[config.mk]
export PLATFORM = sky130hd
export DESIGN_NAME = iped_top
export DESIGN_NICKNAME = d
export VERILOG_FILES = /design/src/hdl/iped_pkg.sv /design/src/hdl/iped_grp.sv /design/src/hdl/iped_ahb.sv /design/src/hdl/iped_top.sv
export SDC_FILE = /design/constraint.sdc
export NUM_CORES = 1
export LEC_CHECK = 0
export BUFFER_PORTS_ARGS = -buffer_cell sky130_fd_sc_hd__buf_4
export CORE_MARGIN = 4
export CORE_UTILIZATION = 25
export CTS_CLUSTER_SIZE = 14
export DETAILED_ROUTE_END_ITERATION = 8
export PLACE_DENSITY = 0.46
export SLEW_MARGIN = 10
export SYNTH_ARGS = -nofsm -noshare
export SYNTH_HDL_FRONTEND = slang
export SYNTH_SLANG_ARGS = --single-unit
[constraint.sdc]
create_clock -name CLK -period 2.3 [get_ports CLK]
set_input_delay 0.115 -clock CLK [delete_from_list [all_inputs] [get_ports CLK]]
set_output_delay 0.115 -clock CLK [all_outputs]
set_load 0.02 [all_outputs]
[src/hdl/iped_pkg.sv]
// Purpose: Constants for the input port edge event block
// Assumes: One 250 MHz clock, AHB-Lite register access, word transfers only
// Notes:   Two groups of four input pins, one event flag per group
//
// Overview of operation
// - With falling polarity chosen, a high-to-low pin change sets its group event flag.
// - With falling polarity chosen, a low pin level is the active condition.
// - With rising polarity chosen, a high pin level is active and a low-to-high change sets the flag.
// - Clearing then setting a mask bit while its pin sits active sets the group flag again.
// - With the mask set, changing polarity so the present level turns active sets the flag.
// - A group flag is never set by a pin whose mask bit is clear.
// - Reading the flag register returns the flags and clears them.
package iped_pkg;
  // Bus geometry
  localparam int          ADDR_W      = 8;
  localparam int          DATA_W      = 32;
  localparam int          GRP_W       = 4;
  // Register byte offsets
  localparam logic [7:0]  OFS_PIN     = 8'h00;
  localparam logic [7:0]  OFS_MASK    = 8'h04;
  localparam logic [7:0]  OFS_POL     = 8'h08;
  localparam logic [7:0]  OFS_FLAG    = 8'h0C;
  // Field positions inside PIN, MASK and POL
  localparam int          G0_LSB      = 0;
  localparam int          G1_LSB      = 4;
  // Field positions inside FLAG
  localparam int          FLAG_G0_BIT = 0;
  localparam int          FLAG_G1_BIT = 1;
  // Reset values
  localparam logic [7:0]  MASK_RST    = 8'h00;
  localparam logic [7:0]  POL_RST     = 8'h00;
  localparam logic [1:0]  FLAG_RST    = 2'h0;
  // Polarity encoding: 1 selects falling edge, active low
  localparam logic        POL_FALL    = 1'h1;
  localparam logic        POL_RISE    = 1'h0;
  // AHB transfer types and response
  localparam logic [1:0]  HTRANS_IDLE = 2'h0;
  localparam logic [1:0]  HTRANS_NSEQ = 2'h2;
  localparam logic        HRESP_OKAY  = 1'h0;
endpackage

[src/hdl/iped_grp.sv]
// Purpose: Active-condition rise detector for one group of input pins
// Assumes: Pins already synchronous to CLK
// Notes:   One pulse per group whenever any pin turns newly active
`timescale 1ns/10ps
module iped_grp #(
  parameter int W = 4
) (
  // Clock and reset
  input  wire logic         clk,
  input  wire logic         rst_b,
  // Pins and controls
  input  wire logic [W-1:0] pin,
  input  wire logic [W-1:0] mask,
  input  wire logic [W-1:0] pol,
  // Results
  output logic      [W-1:0] act_raw,
  output logic      [W-1:0] act_ff,
  output logic              set_pulse
);
  // Masked, polarity-adjusted level; a masked pin is never active
  assign act_raw   = mask & (pin ^ pol);
  // Rise of the level covers edges, mask re-enable and polarity flips alike
  assign set_pulse = |(act_raw & ~act_ff);

  // Previous level
  always_ff @(posedge clk or negedge rst_b) begin
    if (!rst_b) begin
      act_ff <= '0;
    end else begin
      act_ff <= act_raw;
    end
  end
endmodule

[src/hdl/iped_ahb.sv]
// Purpose: AHB-Lite slave front end, zero wait states
// Assumes: Single word transfers, one slave on the bus
// Notes:   Reads act in the address phase, writes in the data phase
`timescale 1ns/10ps
module iped_ahb (
  // Clock and reset
  input  wire logic                         clk,
  input  wire logic                         rst_b,
  // Address phase
  input  wire logic                         hsel,
  input  wire logic [1:0]                   htrans,
  input  wire logic [iped_pkg::ADDR_W-1:0]  haddr,
  input  wire logic                         hwrite,
  input  wire logic                         hready,
  // Decoded strobes
  output logic                              rd_en,
  output logic      [iped_pkg::ADDR_W-1:0]  rd_addr,
  output logic                              wr_en,
  output logic      [iped_pkg::ADDR_W-1:0]  wr_addr
);
  logic                        valid;
  logic                        wr_pend_ff;
  logic [iped_pkg::ADDR_W-1:0] wr_addr_ff;

  // Transfer accepted this edge; bit 1 set means NONSEQ or SEQ
  assign valid   = hsel & htrans[1] & hready;
  assign rd_en   = valid & ~hwrite;
  assign rd_addr = haddr;
  assign wr_en   = wr_pend_ff;
  assign wr_addr = wr_addr_ff;

  // Hold the write address until its data phase
  always_ff @(posedge clk or negedge rst_b) begin
    if (!rst_b) begin
      wr_pend_ff <= 1'h0;
      wr_addr_ff <= '0;
    end else begin
      wr_pend_ff <= valid & hwrite;
      wr_addr_ff <= haddr;
    end
  end
endmodule

[src/hdl/iped_top.sv]
// Purpose: Input port edge event block with AHB-Lite register access
// Assumes: Pins synchronous to CLK; software keeps its own sequencing duties
// Notes:   Flags are levels; this block raises no interrupt of its own
//
// The placing of the registers and the AHB-Lite interface to the registers were chosen for this implementation.
`timescale 1ns/10ps
module iped_top (
  // Clock and reset
  input  wire logic                         CLK,
  input  wire logic                         RST_B,
  // AHB-Lite slave
  input  wire logic                         HSEL,
  input  wire logic [1:0]                   HTRANS,
  input  wire logic [iped_pkg::ADDR_W-1:0]  HADDR,
  input  wire logic                         HWRITE,
  input  wire logic [2:0]                   HSIZE,
  input  wire logic [iped_pkg::DATA_W-1:0]  HWDATA,
  input  wire logic                         HREADY,
  output logic      [iped_pkg::DATA_W-1:0]  HRDATA,
  output logic                              HREADYOUT,
  output logic                              HRESP,
  // Input pins
  input  wire logic [iped_pkg::GRP_W-1:0]   KIN_GROUP0,
  input  wire logic [iped_pkg::GRP_W-1:0]   KIN_GROUP1,
  // Event flags
  output logic                              INPUT_GROUP0_EVENT_FLAG,
  output logic                              INPUT_GROUP1_EVENT_FLAG
);
  localparam int GW = iped_pkg::GRP_W;

  // Bus strobes
  logic                        rd_en;
  logic [iped_pkg::ADDR_W-1:0] rd_addr;
  logic                        wr_en;
  logic [iped_pkg::ADDR_W-1:0] wr_addr;

  // Registers
  logic [2*GW-1:0]             mask_ff;
  logic [2*GW-1:0]             pol_ff;
  logic [1:0]                  flag_ff;
  logic [iped_pkg::DATA_W-1:0] rdata_ff;
  logic [2*GW-1:0]             nxt_mask;
  logic [2*GW-1:0]             nxt_pol;
  logic [1:0]                  nxt_flag;
  logic [iped_pkg::DATA_W-1:0] nxt_rdata;

  // Group results
  logic [GW-1:0]               act_raw0;
  logic [GW-1:0]               act_raw1;
  logic [GW-1:0]               act0_ff;
  logic [GW-1:0]               act1_ff;
  logic                        set0;
  logic                        set1;

  // Decodes
  logic                        wr_mask;
  logic                        wr_pol;
  logic                        rd_pin;
  logic                        rd_mask;
  logic                        rd_pol;
  logic                        rd_flag;
  logic [1:0]                  set_vec;
  logic [2*GW-1:0]             pins;

  // Bus front end
  iped_ahb u_ahb (
    .clk     (CLK),
    .rst_b   (RST_B),
    .hsel    (HSEL),
    .htrans  (HTRANS),
    .haddr   (HADDR),
    .hwrite  (HWRITE),
    .hready  (HREADY),
    .rd_en   (rd_en),
    .rd_addr (rd_addr),
    .wr_en   (wr_en),
    .wr_addr (wr_addr)
  );

  // Pin group 0 detector
  iped_grp #(.W(GW)) u_grp0 (
    .clk       (CLK),
    .rst_b     (RST_B),
    .pin       (KIN_GROUP0),
    .mask      (mask_ff[iped_pkg::G0_LSB +: GW]),
    .pol       (pol_ff[iped_pkg::G0_LSB +: GW]),
    .act_raw   (act_raw0),
    .act_ff    (act0_ff),
    .set_pulse (set0)
  );

  // Pin group 1 detector
  iped_grp #(.W(GW)) u_grp1 (
    .clk       (CLK),
    .rst_b     (RST_B),
    .pin       (KIN_GROUP1),
    .mask      (mask_ff[iped_pkg::G1_LSB +: GW]),
    .pol       (pol_ff[iped_pkg::G1_LSB +: GW]),
    .act_raw   (act_raw1),
    .act_ff    (act1_ff),
    .set_pulse (set1)
  );

  // Register decodes; HSIZE is not checked, only word access is supported
  assign wr_mask = wr_en & (wr_addr == iped_pkg::OFS_MASK);
  assign wr_pol  = wr_en & (wr_addr == iped_pkg::OFS_POL);
  assign rd_pin  = rd_en & (rd_addr == iped_pkg::OFS_PIN);
  assign rd_mask = rd_en & (rd_addr == iped_pkg::OFS_MASK);
  assign rd_pol  = rd_en & (rd_addr == iped_pkg::OFS_POL);
  assign rd_flag = rd_en & (rd_addr == iped_pkg::OFS_FLAG);
  assign pins    = {KIN_GROUP1, KIN_GROUP0};

  // Control register next values
  assign nxt_mask = wr_mask ? HWDATA[2*GW-1:0] : mask_ff;
  assign nxt_pol  = wr_pol ? HWDATA[2*GW-1:0] : pol_ff;

  // Flags: set beats the read-clear so no event is lost
  assign set_vec  = {set1, set0};
  assign nxt_flag = set_vec | (flag_ff & {2{~rd_flag}});

  // Read mux; unmapped offsets read zero
  assign nxt_rdata = rd_pin  ? {{(iped_pkg::DATA_W-2*GW){1'b0}}, pins} :
                     rd_mask ? {{(iped_pkg::DATA_W-2*GW){1'b0}}, mask_ff} :
                     rd_pol  ? {{(iped_pkg::DATA_W-2*GW){1'b0}}, pol_ff} :
                     rd_flag ? {{(iped_pkg::DATA_W-2){1'b0}}, flag_ff} :
                               '0;

  // Mask and polarity registers
  always_ff @(posedge CLK or negedge RST_B) begin
    if (!RST_B) begin
      mask_ff <= iped_pkg::MASK_RST;
      pol_ff  <= iped_pkg::POL_RST;
    end else begin
      mask_ff <= nxt_mask;
      pol_ff  <= nxt_pol;
    end
  end

  // Event flags, sticky until read
  always_ff @(posedge CLK or negedge RST_B) begin
    if (!RST_B) begin
      flag_ff <= iped_pkg::FLAG_RST;
    end else begin
      flag_ff <= nxt_flag;
    end
  end

  // Read data captured at the address phase edge
  always_ff @(posedge CLK or negedge RST_B) begin
    if (!RST_B) begin
      rdata_ff <= '0;
    end else begin
      rdata_ff <= nxt_rdata;
    end
  end

  // Outputs
  assign HRDATA                  = rdata_ff;
  assign HREADYOUT               = 1'h1; // Never stalls
  assign HRESP                   = iped_pkg::HRESP_OKAY;
  assign INPUT_GROUP0_EVENT_FLAG = flag_ff[iped_pkg::FLAG_G0_BIT];
  assign INPUT_GROUP1_EVENT_FLAG = flag_ff[iped_pkg::FLAG_G1_BIT];

  // Helper terms for pin 0 of group 0
  logic m0;
  logic p0;
  logic k0;
  assign m0 = mask_ff[iped_pkg::G0_LSB];
  assign p0 = pol_ff[iped_pkg::G0_LSB];
  assign k0 = KIN_GROUP0[0];

  // Checks on pin 0 of group 1, whose flag bit sits apart from group 0, plus a_high_is_active and a_flag0_holds on group 0
  logic m1;
  logic p1;
  logic k1;
  assign m1 = mask_ff[iped_pkg::G1_LSB];
  assign p1 = pol_ff[iped_pkg::G1_LSB];
  assign k1 = KIN_GROUP1[0];
endmodule

==> metrics.yaml, run 1 <==
outcome:
  run_status: "completed"
yosys:
  synth_cell_types: 23
  avgSynthCellArea_sq_um: 12.79
  syn_inst: 156
  yosys_warnings: 0
  seq_area_frac_synth_pct: 53.92
  netlist_area_sq_mm: 0.001996
  ys_seq_elements: 43
clocking:
  htreeDepth: 2
  clockBufferDepth: 2
  cts_root_buf: "clkbuf_8"
  cts_tree: "done"
  cts_resized: 0
  clk_latency_ns: 0.28
  cts_buffers: 5
  clk_pin_slew_ns: 0.08
  cts.sinks: 43
sta:
  tns_ns: 0
  finalSetupViolCount: 0
  finalCriticalPeriod_ns: 1.692
  whs_ns: 0.05552
  hold_viol: 0
  maxSlewHeadroom_pct: 64.79
  worst_clock_skew_ns: 0.004126
  clock.fmax_mhz: 591.1
  timing.final.crit_share_pct: 73.55
  rsz0062_at_grt: "false"
  slew_viol_final: 0
  tightest_slew_ns: 0.5281
hold_path:
  worstHoldStart: "HADDR[2]"
  hp-class: "input pin to flip-flop"
  whs_endpoint: "u_ahb.wr_addr[2]$_DFF_PN0_"
  hold_depth: 1
drt:
  drc: 0
  wl_per_cell_um: 12.81
  wirelength_um: 3947
  via_per_inst: 3.990
  first_iter_violations: 27
  first_pass_iters: 2
  vias: 1229
  ant_nets: 0
pwr:
  p_total_mw: 1.506
  vdd.ir_drop.worst_mv: 0.2033
  power_density_mw_per_mm2: 609.1
  p_leak_nw: 1.182
cells_and_area:
  layout_common_cells: "43 x dfrtp_1, 39 x buf_4, 26 x conb_1, 16 x mux2_2, 10 x and2_1"
  mostFrequentLayoutCell: "dfrtp_1"
  nets: 263
  diodes: 0
  area_growth_pct: 23.89
  multi_input_area_sq_um: 783.3
  layout-drive-gt1-share_pct: 32.52
  utilization_pct: 31.99
  seq_area_sq_mm: 0.001076
  n_fill_cell: 792
grt:
  first_global_vias: 1325
  gr-total-overflow: 0
  antenna_found_initial: 0
  gr-usage-all-layers_pct: 8.784
  grt_pass1_wl_um: 6444
  grt_max_degree: 44
critical_path:
  worstSetupStartpointType: "input pin"
  path_class: "input pin to flip-flop"
  cp_max_fo: 8
  r2r-end: "pol_ff[3]$_DFFE_PN0P_"
  end_kind: "flip-flop"
  r2r-start: "u_ahb.wr_addr[1]$_DFF_PN0_"
  ff2ff_path_depth: 3
  required_ns: 2.51
  crit_arrival_ns: 1.90
  r2r_slack_ns: 0.65
job:
  cap_violations: 0
die:
  die_h_um: 97.35
  dieArea_sq_mm: 0.009476
  start_util_pct: 25.83
  rows: 32
  io_pins: 94
  coreArea_sq_mm: 0.007727
  die_w_um: 97.35
placement:
  gp_congestion: 0.6917
  hpwlAfterDp_um: 2896
  portBuffers: 39
routing by layer:
metal | global-route usage, % | up-vias | share of wire, %
met1 | 10.83 | 603 | 42
met2 | 14.07 | 41 | 49
met4 | 2.875 | 0 | 1.3
li1 | - | 580 | -
met3 | 3.518 | 5 | 7.0
met5 | 0 | - | 0
timing repair:
| action | 4_1_cts | 5_1_grt |
|---|---|---|
| hold endpoints to repair | 49 | 0 |
| hold buffers | 7 | 0 |
| setup endpoints to repair | 0 | 0 |
| buffers inserted | 0 | 0 |
how the worst max path moves through the flow:
| stage | start | endpoint | slack [ns] | cells after the start |
|---|---|---|---|---|
| floorplan | u_ahb.wr_addr[4]$_DFF_PN0_ | pol_ff[0]$_DFFE_PN0P_ | 0.91 | 3 |
| detailed placement | u_ahb.wr_addr[1]$_DFF_PN0_ | pol_ff[3]$_DFFE_PN0P_ | 0.63 | 3 |
| finish | HADDR[5] | HRDATA[4]$_DFF_PN0_ | 0.61 | 5 |
| global route | HADDR[5] | HRDATA[0]$_DFF_PN0_ | 0.42 | 5 |
| CTS | HADDR[5] | HRDATA[4]$_DFF_PN0_ | 0.58 | 5 |
| global placement | u_ahb.wr_addr[1]$_DFF_PN0_ | pol_ff[3]$_DFFE_PN0P_ | 0.64 | 3 |
Yosys cell counts:
| library cell | n | share of area (%) |
|---|---|---|
| inv_1 | 6 | 1.1 |
| and2_1 | 10 | 3.1 |
| nor3_1 | 2 | 0.50 |
| nor2_1 | 6 | 1.1 |
| buf_2 | 1 | 0.25 |
| a2bb2oi_1 | 6 | 2.6 |
| nand3b_1 | 2 | 0.75 |
| dfrtp_1 | 43 | 54 |
| buf_4 | 26 | 9.8 |
| nand3_1 | 1 | 0.25 |
| xor2_1 | 8 | 3.5 |
| and3_1 | 1 | 0.31 |
| a41oi_1 | 2 | 0.88 |
| clkbuf_1 | 1 | 0.19 |
| mux2i_1 | 6 | 3.0 |
| mux2_2 | 16 | 9.0 |
| nand4b_2 | 2 | 1.5 |
| conb_1 | 2 | 0.38 |
| nor4b_4 | 1 | 1.2 |
| a32oi_1 | 4 | 1.8 |
| nor4_1 | 1 | 0.31 |
| mux4_2 | 2 | 2.3 |
| nor2b_1 | 7 | 2.2 |
sequential cells by signal, summed over array words and instances, names as in the netlist:
register	flops
HRDATA	8
u_grp0.act_ff	4
u_ahb.wr_en	1
u_ahb.wr_addr	8
u_grp1.act_ff	4
pol_ff	8
mask_ff	8
flag_ff	2
logic make-up after synthesis:
group / after synthesis / share of synthesized area (%)
AO/OA/AOI/OAI: 12 / 5.266
XOR/XNOR: 8 / 3.511
buffers and inverters: 34 / 11.35
flip-flops: 43 / 53.92
multiplexers: 24 / 14.29
other: 2 / 0.3763
AND/OR/NAND/NOR: 33 / 11.28
metrics by stage:
stage | cells | instance area [sq um] | setup slack [ns]
2_1_floorplan | 180 | 2086 | 0.9135
3_3_place_gp | 293 | 2302 | 0.6402
3_5_place_dp | 293 | 2302 | 0.6321
4_1_cts | 308 | 2472 | 0.5780
5_1_grt | 308 | 2472 | 0.4223
6_report | 308 | 2472 | 0.6083
layout make-up:
type / count / share of cell area [%]
Tap cell: 102 / 5.162
Multi-Input combinational cell: 103 / 31.68
Timing Repair Buffer: 46 / 14.68
Clock buffer: 8 / 4.049
Inverter: 6 / 0.9109
Sequential cell: 43 / 43.52
critical path, cell delays in order:
cell and delay, ns:
dlygate4sd3_1 0.53, buf_4 0.14, nor4_1 0.44, nand3_1 0.44, nor2_1 0.22
where the power goes:
group / leakage, nW / switching, mW / total (mW) / internal, mW
Combinational: 0.605 / 0.103 / 0.192 / 0.0893
Clock: 0.0515 / 0.232 / 0.506 / 0.274
Sequential: 0.526 / 0.0193 / 0.808 / 0.788
Power figures use the tool's default switching activity.
==> run 2: changes to the inputs <==
--- a/config.mk
+++ b/config.mk
@@ -10,7 +10,7 @@
 export CORE_UTILIZATION = 25
 export CTS_CLUSTER_SIZE = 14
 export DETAILED_ROUTE_END_ITERATION = 8
-export PLACE_DENSITY = 0.46
+export PLACE_DENSITY = 0.48
 export SLEW_MARGIN = 10
 export SYNTH_ARGS = -nofsm -noshare
 export SYNTH_HDL_FRONTEND = slang
==> constraint.sdc (replaced) <==
create_clock -name CLK -period 1.4 [get_ports CLK]
set_input_delay 0.07 -clock CLK [delete_from_list [all_inputs] [get_ports CLK]]
set_output_delay 0.07 -clock CLK [all_outputs]
set_load 0.02 [all_outputs]
==> metrics.yaml, run 2 (same netlist as run 1, synthesis figures left out) <==
sta:
  worst_clock_skew_ns: 0.009600  # +0.005474 ns
  clock.fmax_mhz: 669.6
  finalCriticalPeriod_ns: 1.493
  timing.final.crit_share_pct: 106.7
  slew_viol_final: 0  # unchanged
  setup_ws_ns: -0.09332  # -0.7016 ns
  tightest_slew_ns: 0.5474  # +0.01930 ns
  maxSlewHeadroom_pct: 63.50  # -1.3 points
  finalSetupViolCount: 16  # +16
  hold_viol: 0  # unchanged
  rsz0062_at_grt: "true"
  whs_ns: 0.009955  # -0.04556 ns
cells_and_area:
  design_area_sq_mm: 0.002586  # +4.6%
  n_fill_cell: 788  # -0.51%
  diodes: 0  # unchanged
  final_cells: 319  # +3.6%
  layout_common_cells: "47 x buf_4, 43 x dfrtp_1, 26 x conb_1, 15 x mux2_2, 10 x and2_1"
  utilization_pct: 33.47  # +1.5 points
  mostFrequentLayoutCell: "buf_4"
  area_growth_pct: 29.59
  nets: 274  # +4.2%
  layout-drive-gt1-share_pct: 36.87  # +4.3 points
drt:
  wl_per_cell_um: 12.72  # -0.73%
  wirelength_um: 4058  # +2.8%
  vias: 1257  # +2.3%
  first_iter_violations: 40  # +48%
  via_per_inst: 3.940  # -1.2%
  drc: 0  # unchanged
  first_pass_iters: 4  # +2
  ant_nets: 0  # unchanged
placement:
  portBuffers: 39  # unchanged
  dp_cells: 303  # +3.4%
  placed_area_sq_mm: 0.002377  # +3.3%
  hpwlAfterDp_um: 3019  # +4.3%
  gp_congestion: 0.7062  # +2.1%
critical_path:
  path_class: "flip-flop to flip-flop"
  ff2ff_path_depth: 5  # +2
  required_ns: 1.57  # -0.94 ns
  r2r-end: "pol_ff[1]$_DFFE_PN0P_"
  crit_arrival_ns: 1.67  # -0.23 ns
  end_kind: "flip-flop"
  worstSetupStartpointType: "flip-flop"
  cp_max_fo: 8  # unchanged
  r2r_slack_ns: -0.09  # -0.74 ns
  r2r-start: "u_ahb.wr_addr[6]$_DFF_PN0_"
grt:
  grt_max_degree: 44  # unchanged
  first_global_vias: 1341  # +1.2%
  grt_pass1_wl_um: 6610  # +2.6%
  antenna_found_initial: 0  # unchanged
  gr-total-overflow: 0  # unchanged
  gr-usage-met1_pct: 10.05  # -0.79 points
  busiest_layer: "met2"
  met3_usage_pct: 3.733  # +0.22 points
  grt_util_met2_pct: 15.45  # +1.4 points
  gr-usage-all-layers_pct: 8.915  # +0.13 points
outcome:
  violations: "setup timing"
  run_status: "finished with violations"
clocking:
  clockBufferDepth: 2  # unchanged
  cts_root_buf: "clkbuf_8"
  cts.sinks: 43  # unchanged
  clk_pin_slew_ns: 0.07  # about the same
  htreeDepth: 2  # unchanged
  cts_tree: "done"
  cts_buffers: 5  # unchanged
  clk_latency_ns: 0.29  # about the same
die:
  start_util_pct: 25.83  # unchanged
  die_w_um: 97.35  # unchanged
  die_h_um: 97.35  # unchanged
  coreArea_sq_mm: 0.007727  # unchanged
  io_pins: 94  # unchanged
  dieArea_sq_mm: 0.009476  # unchanged
  rows: 32  # unchanged
job:
  cap_violations: 0  # unchanged
hold_path:
  whs_endpoint: "u_ahb.wr_addr[2]$_DFF_PN0_"
  hold_depth: 1  # unchanged
  worstHoldStart: "HADDR[2]"
  hp-class: "input pin to flip-flop"
pwr:
  p_leak_nw: 1.269  # +7.4%
  power_density_mw_per_mm2: 928.7  # +52%
  vdd.ir_drop.worst_mv: 0.3276  # +61%
  p_total_mw: 2.402  # +59%
-- run 2: changes by cell type in the layout (fill, tap and decap cells not counted) --
cell	previous run	this run
buf_4	39	47
buf_6	0	3
clkinv_2	0	3
clkbuf_8	7	5
nand4b_2	2	0
nand4b_4	0	2
clkbuf_1	1	0
mux2_2	16	15
mux2_4	0	1
nor4_1	1	0
nor4_4	0	1
-- run 2: worst max path at each step --
stage	slack (ns)	end	start	depth (start not counted)
after floorplan	0.01	pol_ff[0]$_DFFE_PN0P_	u_ahb.wr_addr[4]$_DFF_PN0_	3
after global placement	-0.10	pol_ff[3]$_DFFE_PN0P_	u_ahb.wr_addr[4]$_DFF_PN0_	5
after detailed placement	-0.14	pol_ff[1]$_DFFE_PN0P_	u_ahb.wr_addr[4]$_DFF_PN0_	5
after CTS	-0.11	pol_ff[1]$_DFFE_PN0P_	u_ahb.wr_addr[6]$_DFF_PN0_	5
after global routing	-0.19	pol_ff[1]$_DFFE_PN0P_	u_ahb.wr_addr[6]$_DFF_PN0_	5
final	-0.09	pol_ff[1]$_DFFE_PN0P_	u_ahb.wr_addr[6]$_DFF_PN0_	5
-- run 2: cell type report --
cell class	count	area [sq um]	share of cell area, %
Tap cell	102	127.6	4.935
Clock inverter	3	15.01	0.5806
Clock buffer	5	68.82	2.661
Sequential cell	43	1076	41.61
Multi-Input combinational cell	103	819.5	31.69
Timing Repair Buffer	57	456.7	17.66
Inverter	6	22.52	0.8708
-- run 2: timing repair --
item,in CTS,in global routing
pin swaps,1,0
resized for setup,6,2
cloned,0,0
setup buffers,1,0
hold endpoints to repair,49,0
setup endpoints to repair,16,25
hold buffers,7,0
-- run 2: layer usage --
layer | wire [um] | vias up
li1 | - | 604
met1 | 1664 | 609
met2 | 2085 | 41
met3 | 281 | 3
met4 | 27 | 0
met5 | 0 | -
-- run 2: worst max-delay path, cell delays in order (launching register included) --
cell	delay, ns
dfrtp_1	0.40
nor4b_4	0.30
buf_4	0.16
nand4b_4	0.08
buf_6	0.15
mux2_4	0.29
-- run 2: report_power, final --
group	total, mW	internal [mW]	switching (mW)
registers	1.33	1.29	0.0336
logic	0.331	0.156	0.175
clock network	0.742	0.341	0.401
-- run 2: stage by stage --
step | TNS (ns) | setup slack (ns)
3_5_place_dp | -1.252 | -0.1357
5_1_grt | -2.544 | -0.1877
3_3_place_gp | -0.8968 | -0.1031
2_1_floorplan | 0 | 0.01350
4_1_cts | -1.435 | -0.1148
6_report | -1.103 | -0.09332
==> run 3: changes to the inputs <==
--- a/config.mk
+++ b/config.mk
@@ -10,7 +10,7 @@
 export CORE_UTILIZATION = 25
 export CTS_CLUSTER_SIZE = 14
 export DETAILED_ROUTE_END_ITERATION = 8
-export PLACE_DENSITY = 0.48
+export PLACE_DENSITY_LB_ADDON = 0.15
 export SLEW_MARGIN = 10
 export SYNTH_ARGS = -nofsm -noshare
 export SYNTH_HDL_FRONTEND = slang
==> metrics.yaml, run 3 (same netlist as run 1, synthesis figures left out) <==
sta:
  timing.final.crit_share_pct: 102.2  # -4.5 points
  rsz0062_at_grt: "true"
  tns_ns: -0.4272  # +0.6761 ns
  setup_ws_ns: -0.03096  # +0.06236 ns
  worst_clock_skew_ns: 0.002372  # -0.007229 ns
  clock.fmax_mhz: 698.8  # +4.4%
  finalSetupViolCount: 16  # unchanged
  maxSlewHeadroom_pct: 61.47  # -2.0 points
  finalCriticalPeriod_ns: 1.431  # -0.06236 ns
  hold_viol: 0  # unchanged
  slew_viol_final: 0  # unchanged
  whs_ns: 0.01555  # +0.005595 ns
  tightest_slew_ns: 0.5779  # +0.03048 ns
clocking:
  post_cts_buffers: 0  # -1
  cts.sinks: 43  # unchanged
  htreeDepth: 2  # unchanged
  cts_root_buf: "clkbuf_8"
  clk_pin_slew_ns: 0.08  # about the same
  cts_buffers: 5  # unchanged
  cts_tree: "done"
  clk_latency_ns: 0.29  # about the same
  clockBufferDepth: 2  # unchanged
grt:
  gr-usage-all-layers_pct: 9.383  # +0.47 points
  first_global_vias: 1254  # -6.5%
  grt_pass1_wl_um: 6831  # +3.3%
  grt_max_degree: 44  # unchanged
  antenna_found_initial: 0  # unchanged
  gr-total-overflow: 0  # unchanged
outcome:
  violations: "setup timing"
  run_status: "finished with violations"
placement:
  dp_cells: 300  # -0.99%
  portBuffers: 39  # unchanged
  gp_congestion: 0.6922  # -2.0%
  hpwlAfterDp_um: 3020  # about the same
  placed_area_sq_mm: 0.002355  # -0.95%
critical_path:
  r2r_slack_ns: -0.03  # +0.06 ns
  end_kind: "flip-flop"
  r2r-start: "u_ahb.wr_addr[4]$_DFF_PN0_"
  crit_arrival_ns: 1.61  # -0.06 ns
  r2r-end: "pol_ff[0]$_DFFE_PN0P_"
  slowest_stage: "dfrtp_1"
  ff2ff_path_depth: 4  # -1
  crit_chain: "nor4b_4 > nand4b_2 > buf_6 > mux2_2"
  path_class: "flip-flop to flip-flop"
  path_delay_family: "simple AND/OR/NAND/NOR gates"
  worstSetupStartpointType: "flip-flop"
  slowest_delay_ns: 0.40  # about the same
  required_ns: 1.58  # about the same
  path_buf_inv: 1  # -1
  cp_max_fo: 8  # unchanged
pwr:
  power_density_mw_per_mm2: 985.4  # +6.1%
  p_leak_nw: 1.221  # -3.8%
  p_total_mw: 2.525  # +5.1%
  vdd.ir_drop.worst_mv: 0.3413  # +4.2%
cells_and_area:
  layout_common_cells: "44 x buf_4, 43 x dfrtp_1, 26 x conb_1, 16 x mux2_2, 10 x and2_1"
  nets: 271  # -1.1%
  area_growth_pct: 28.40
  design_area_sq_mm: 0.002562  # -0.92%
  final_cells: 316  # -0.94%
  n_fill_cell: 796  # +1.0%
  layout-drive-gt1-share_pct: 35.51  # -1.4 points
  diodes: 0  # unchanged
  mostFrequentLayoutCell: "buf_4"
drt:
  first_pass_iters: 4  # unchanged
  first_iter_violations: 36  # -10%
  wl_per_cell_um: 13.65  # +7.3%
  vias: 1238  # -1.5%
  ant_nets: 0  # unchanged
  wirelength_um: 4314  # +6.3%
  via_per_inst: 3.918  # -0.58%
  drc: 0  # unchanged
hold_path:
  whs_endpoint: "pol_ff[4]$_DFFE_PN0P_"
  hp-class: "input pin to flip-flop"
  worstHoldStart: "HWDATA[4]"
  hold_depth: 2  # +1
die:
  rows: 32  # unchanged
  start_util_pct: 25.83  # unchanged
  die_h_um: 97.35  # unchanged
  io_pins: 94  # unchanged
  dieArea_sq_mm: 0.009476  # unchanged
  die_w_um: 97.35  # unchanged
  coreArea_sq_mm: 0.007727  # unchanged
job:
  cap_violations: 0  # unchanged
## run 3: per-layer routing
| layer | up-vias | share of wire [%] | global-route usage, % |
|---|---|---|---|
| li1 | 600 | - | - |
| met1 | 585 | 46 | 12.79 |
| met2 | 48 | 47 | 14.01 |
| met3 | 5 | 5.9 | 2.656 |
| met4 | 0 | 1.2 | 3.834 |
| met5 | - | 0 | 0 |
## run 3: power breakdown
part | internal (mW) | total [mW] | switching, mW | leakage, nW
sequential | 1.29 | 1.33 | 0.0317 | 0.526
combinational | 0.154 | 0.333 | 0.178 | 0.644
clock | 0.451 | 0.866 | 0.416 | 0.0515
## run 3: layout make-up
cell class                 count  area (sq um)  share of cell area (%)
timing repair buffer          54         432.9                   16.89
inverter                       6         22.52                  0.8789
clock buffer                   8         100.1                   3.906
sequential                    43          1076                   41.99
multi-input combinational    103         803.3                   31.35
tap                          102         127.6                   4.980
## run 3: worst max path at each step
stage	endpoint	slack, ns	from	cells after the start
after floorplan	pol_ff[0]$_DFFE_PN0P_	0.01	u_ahb.wr_addr[4]$_DFF_PN0_	3
final	pol_ff[0]$_DFFE_PN0P_	-0.03	u_ahb.wr_addr[4]$_DFF_PN0_	4
after detailed placement	pol_ff[6]$_DFFE_PN0P_	-0.06	u_ahb.wr_addr[4]$_DFF_PN0_	4
after global routing	pol_ff[7]$_DFFE_PN0P_	-0.10	u_ahb.wr_addr[4]$_DFF_PN0_	4
after global placement	pol_ff[3]$_DFFE_PN0P_	-0.05	u_ahb.wr_addr[4]$_DFF_PN0_	4
after CTS	pol_ff[6]$_DFFE_PN0P_	-0.06	u_ahb.wr_addr[6]$_DFF_PN0_	4
## run 3: metrics by stage
stage / utilization [%] / worst slack, ns
after CTS: 32.90 / -0.06107
after floorplan: - / 0.01350
after detailed placement: 30.47 / -0.06196
final: 33.16 / -0.03096
after global placement: 30.47 / -0.04592
after global routing: 33.16 / -0.1014
## run 3: worst register-to-register path: cells and delay by family, from the launching register on
kind | cells | cell delay, ns
simple gates | 2 | 0.49
flops | 1 | 0.40
mux | 1 | 0.27
buf+inv | 1 | 0.17
## run 3: repair_timing
item | in CTS | in global routing
hold buffers | 8 | 0
pin swaps | 2 | 3
setup endpoints to repair | 16 | 26
resized for setup | 2 | 3
endpoints found under the hold margin | 50 | 0
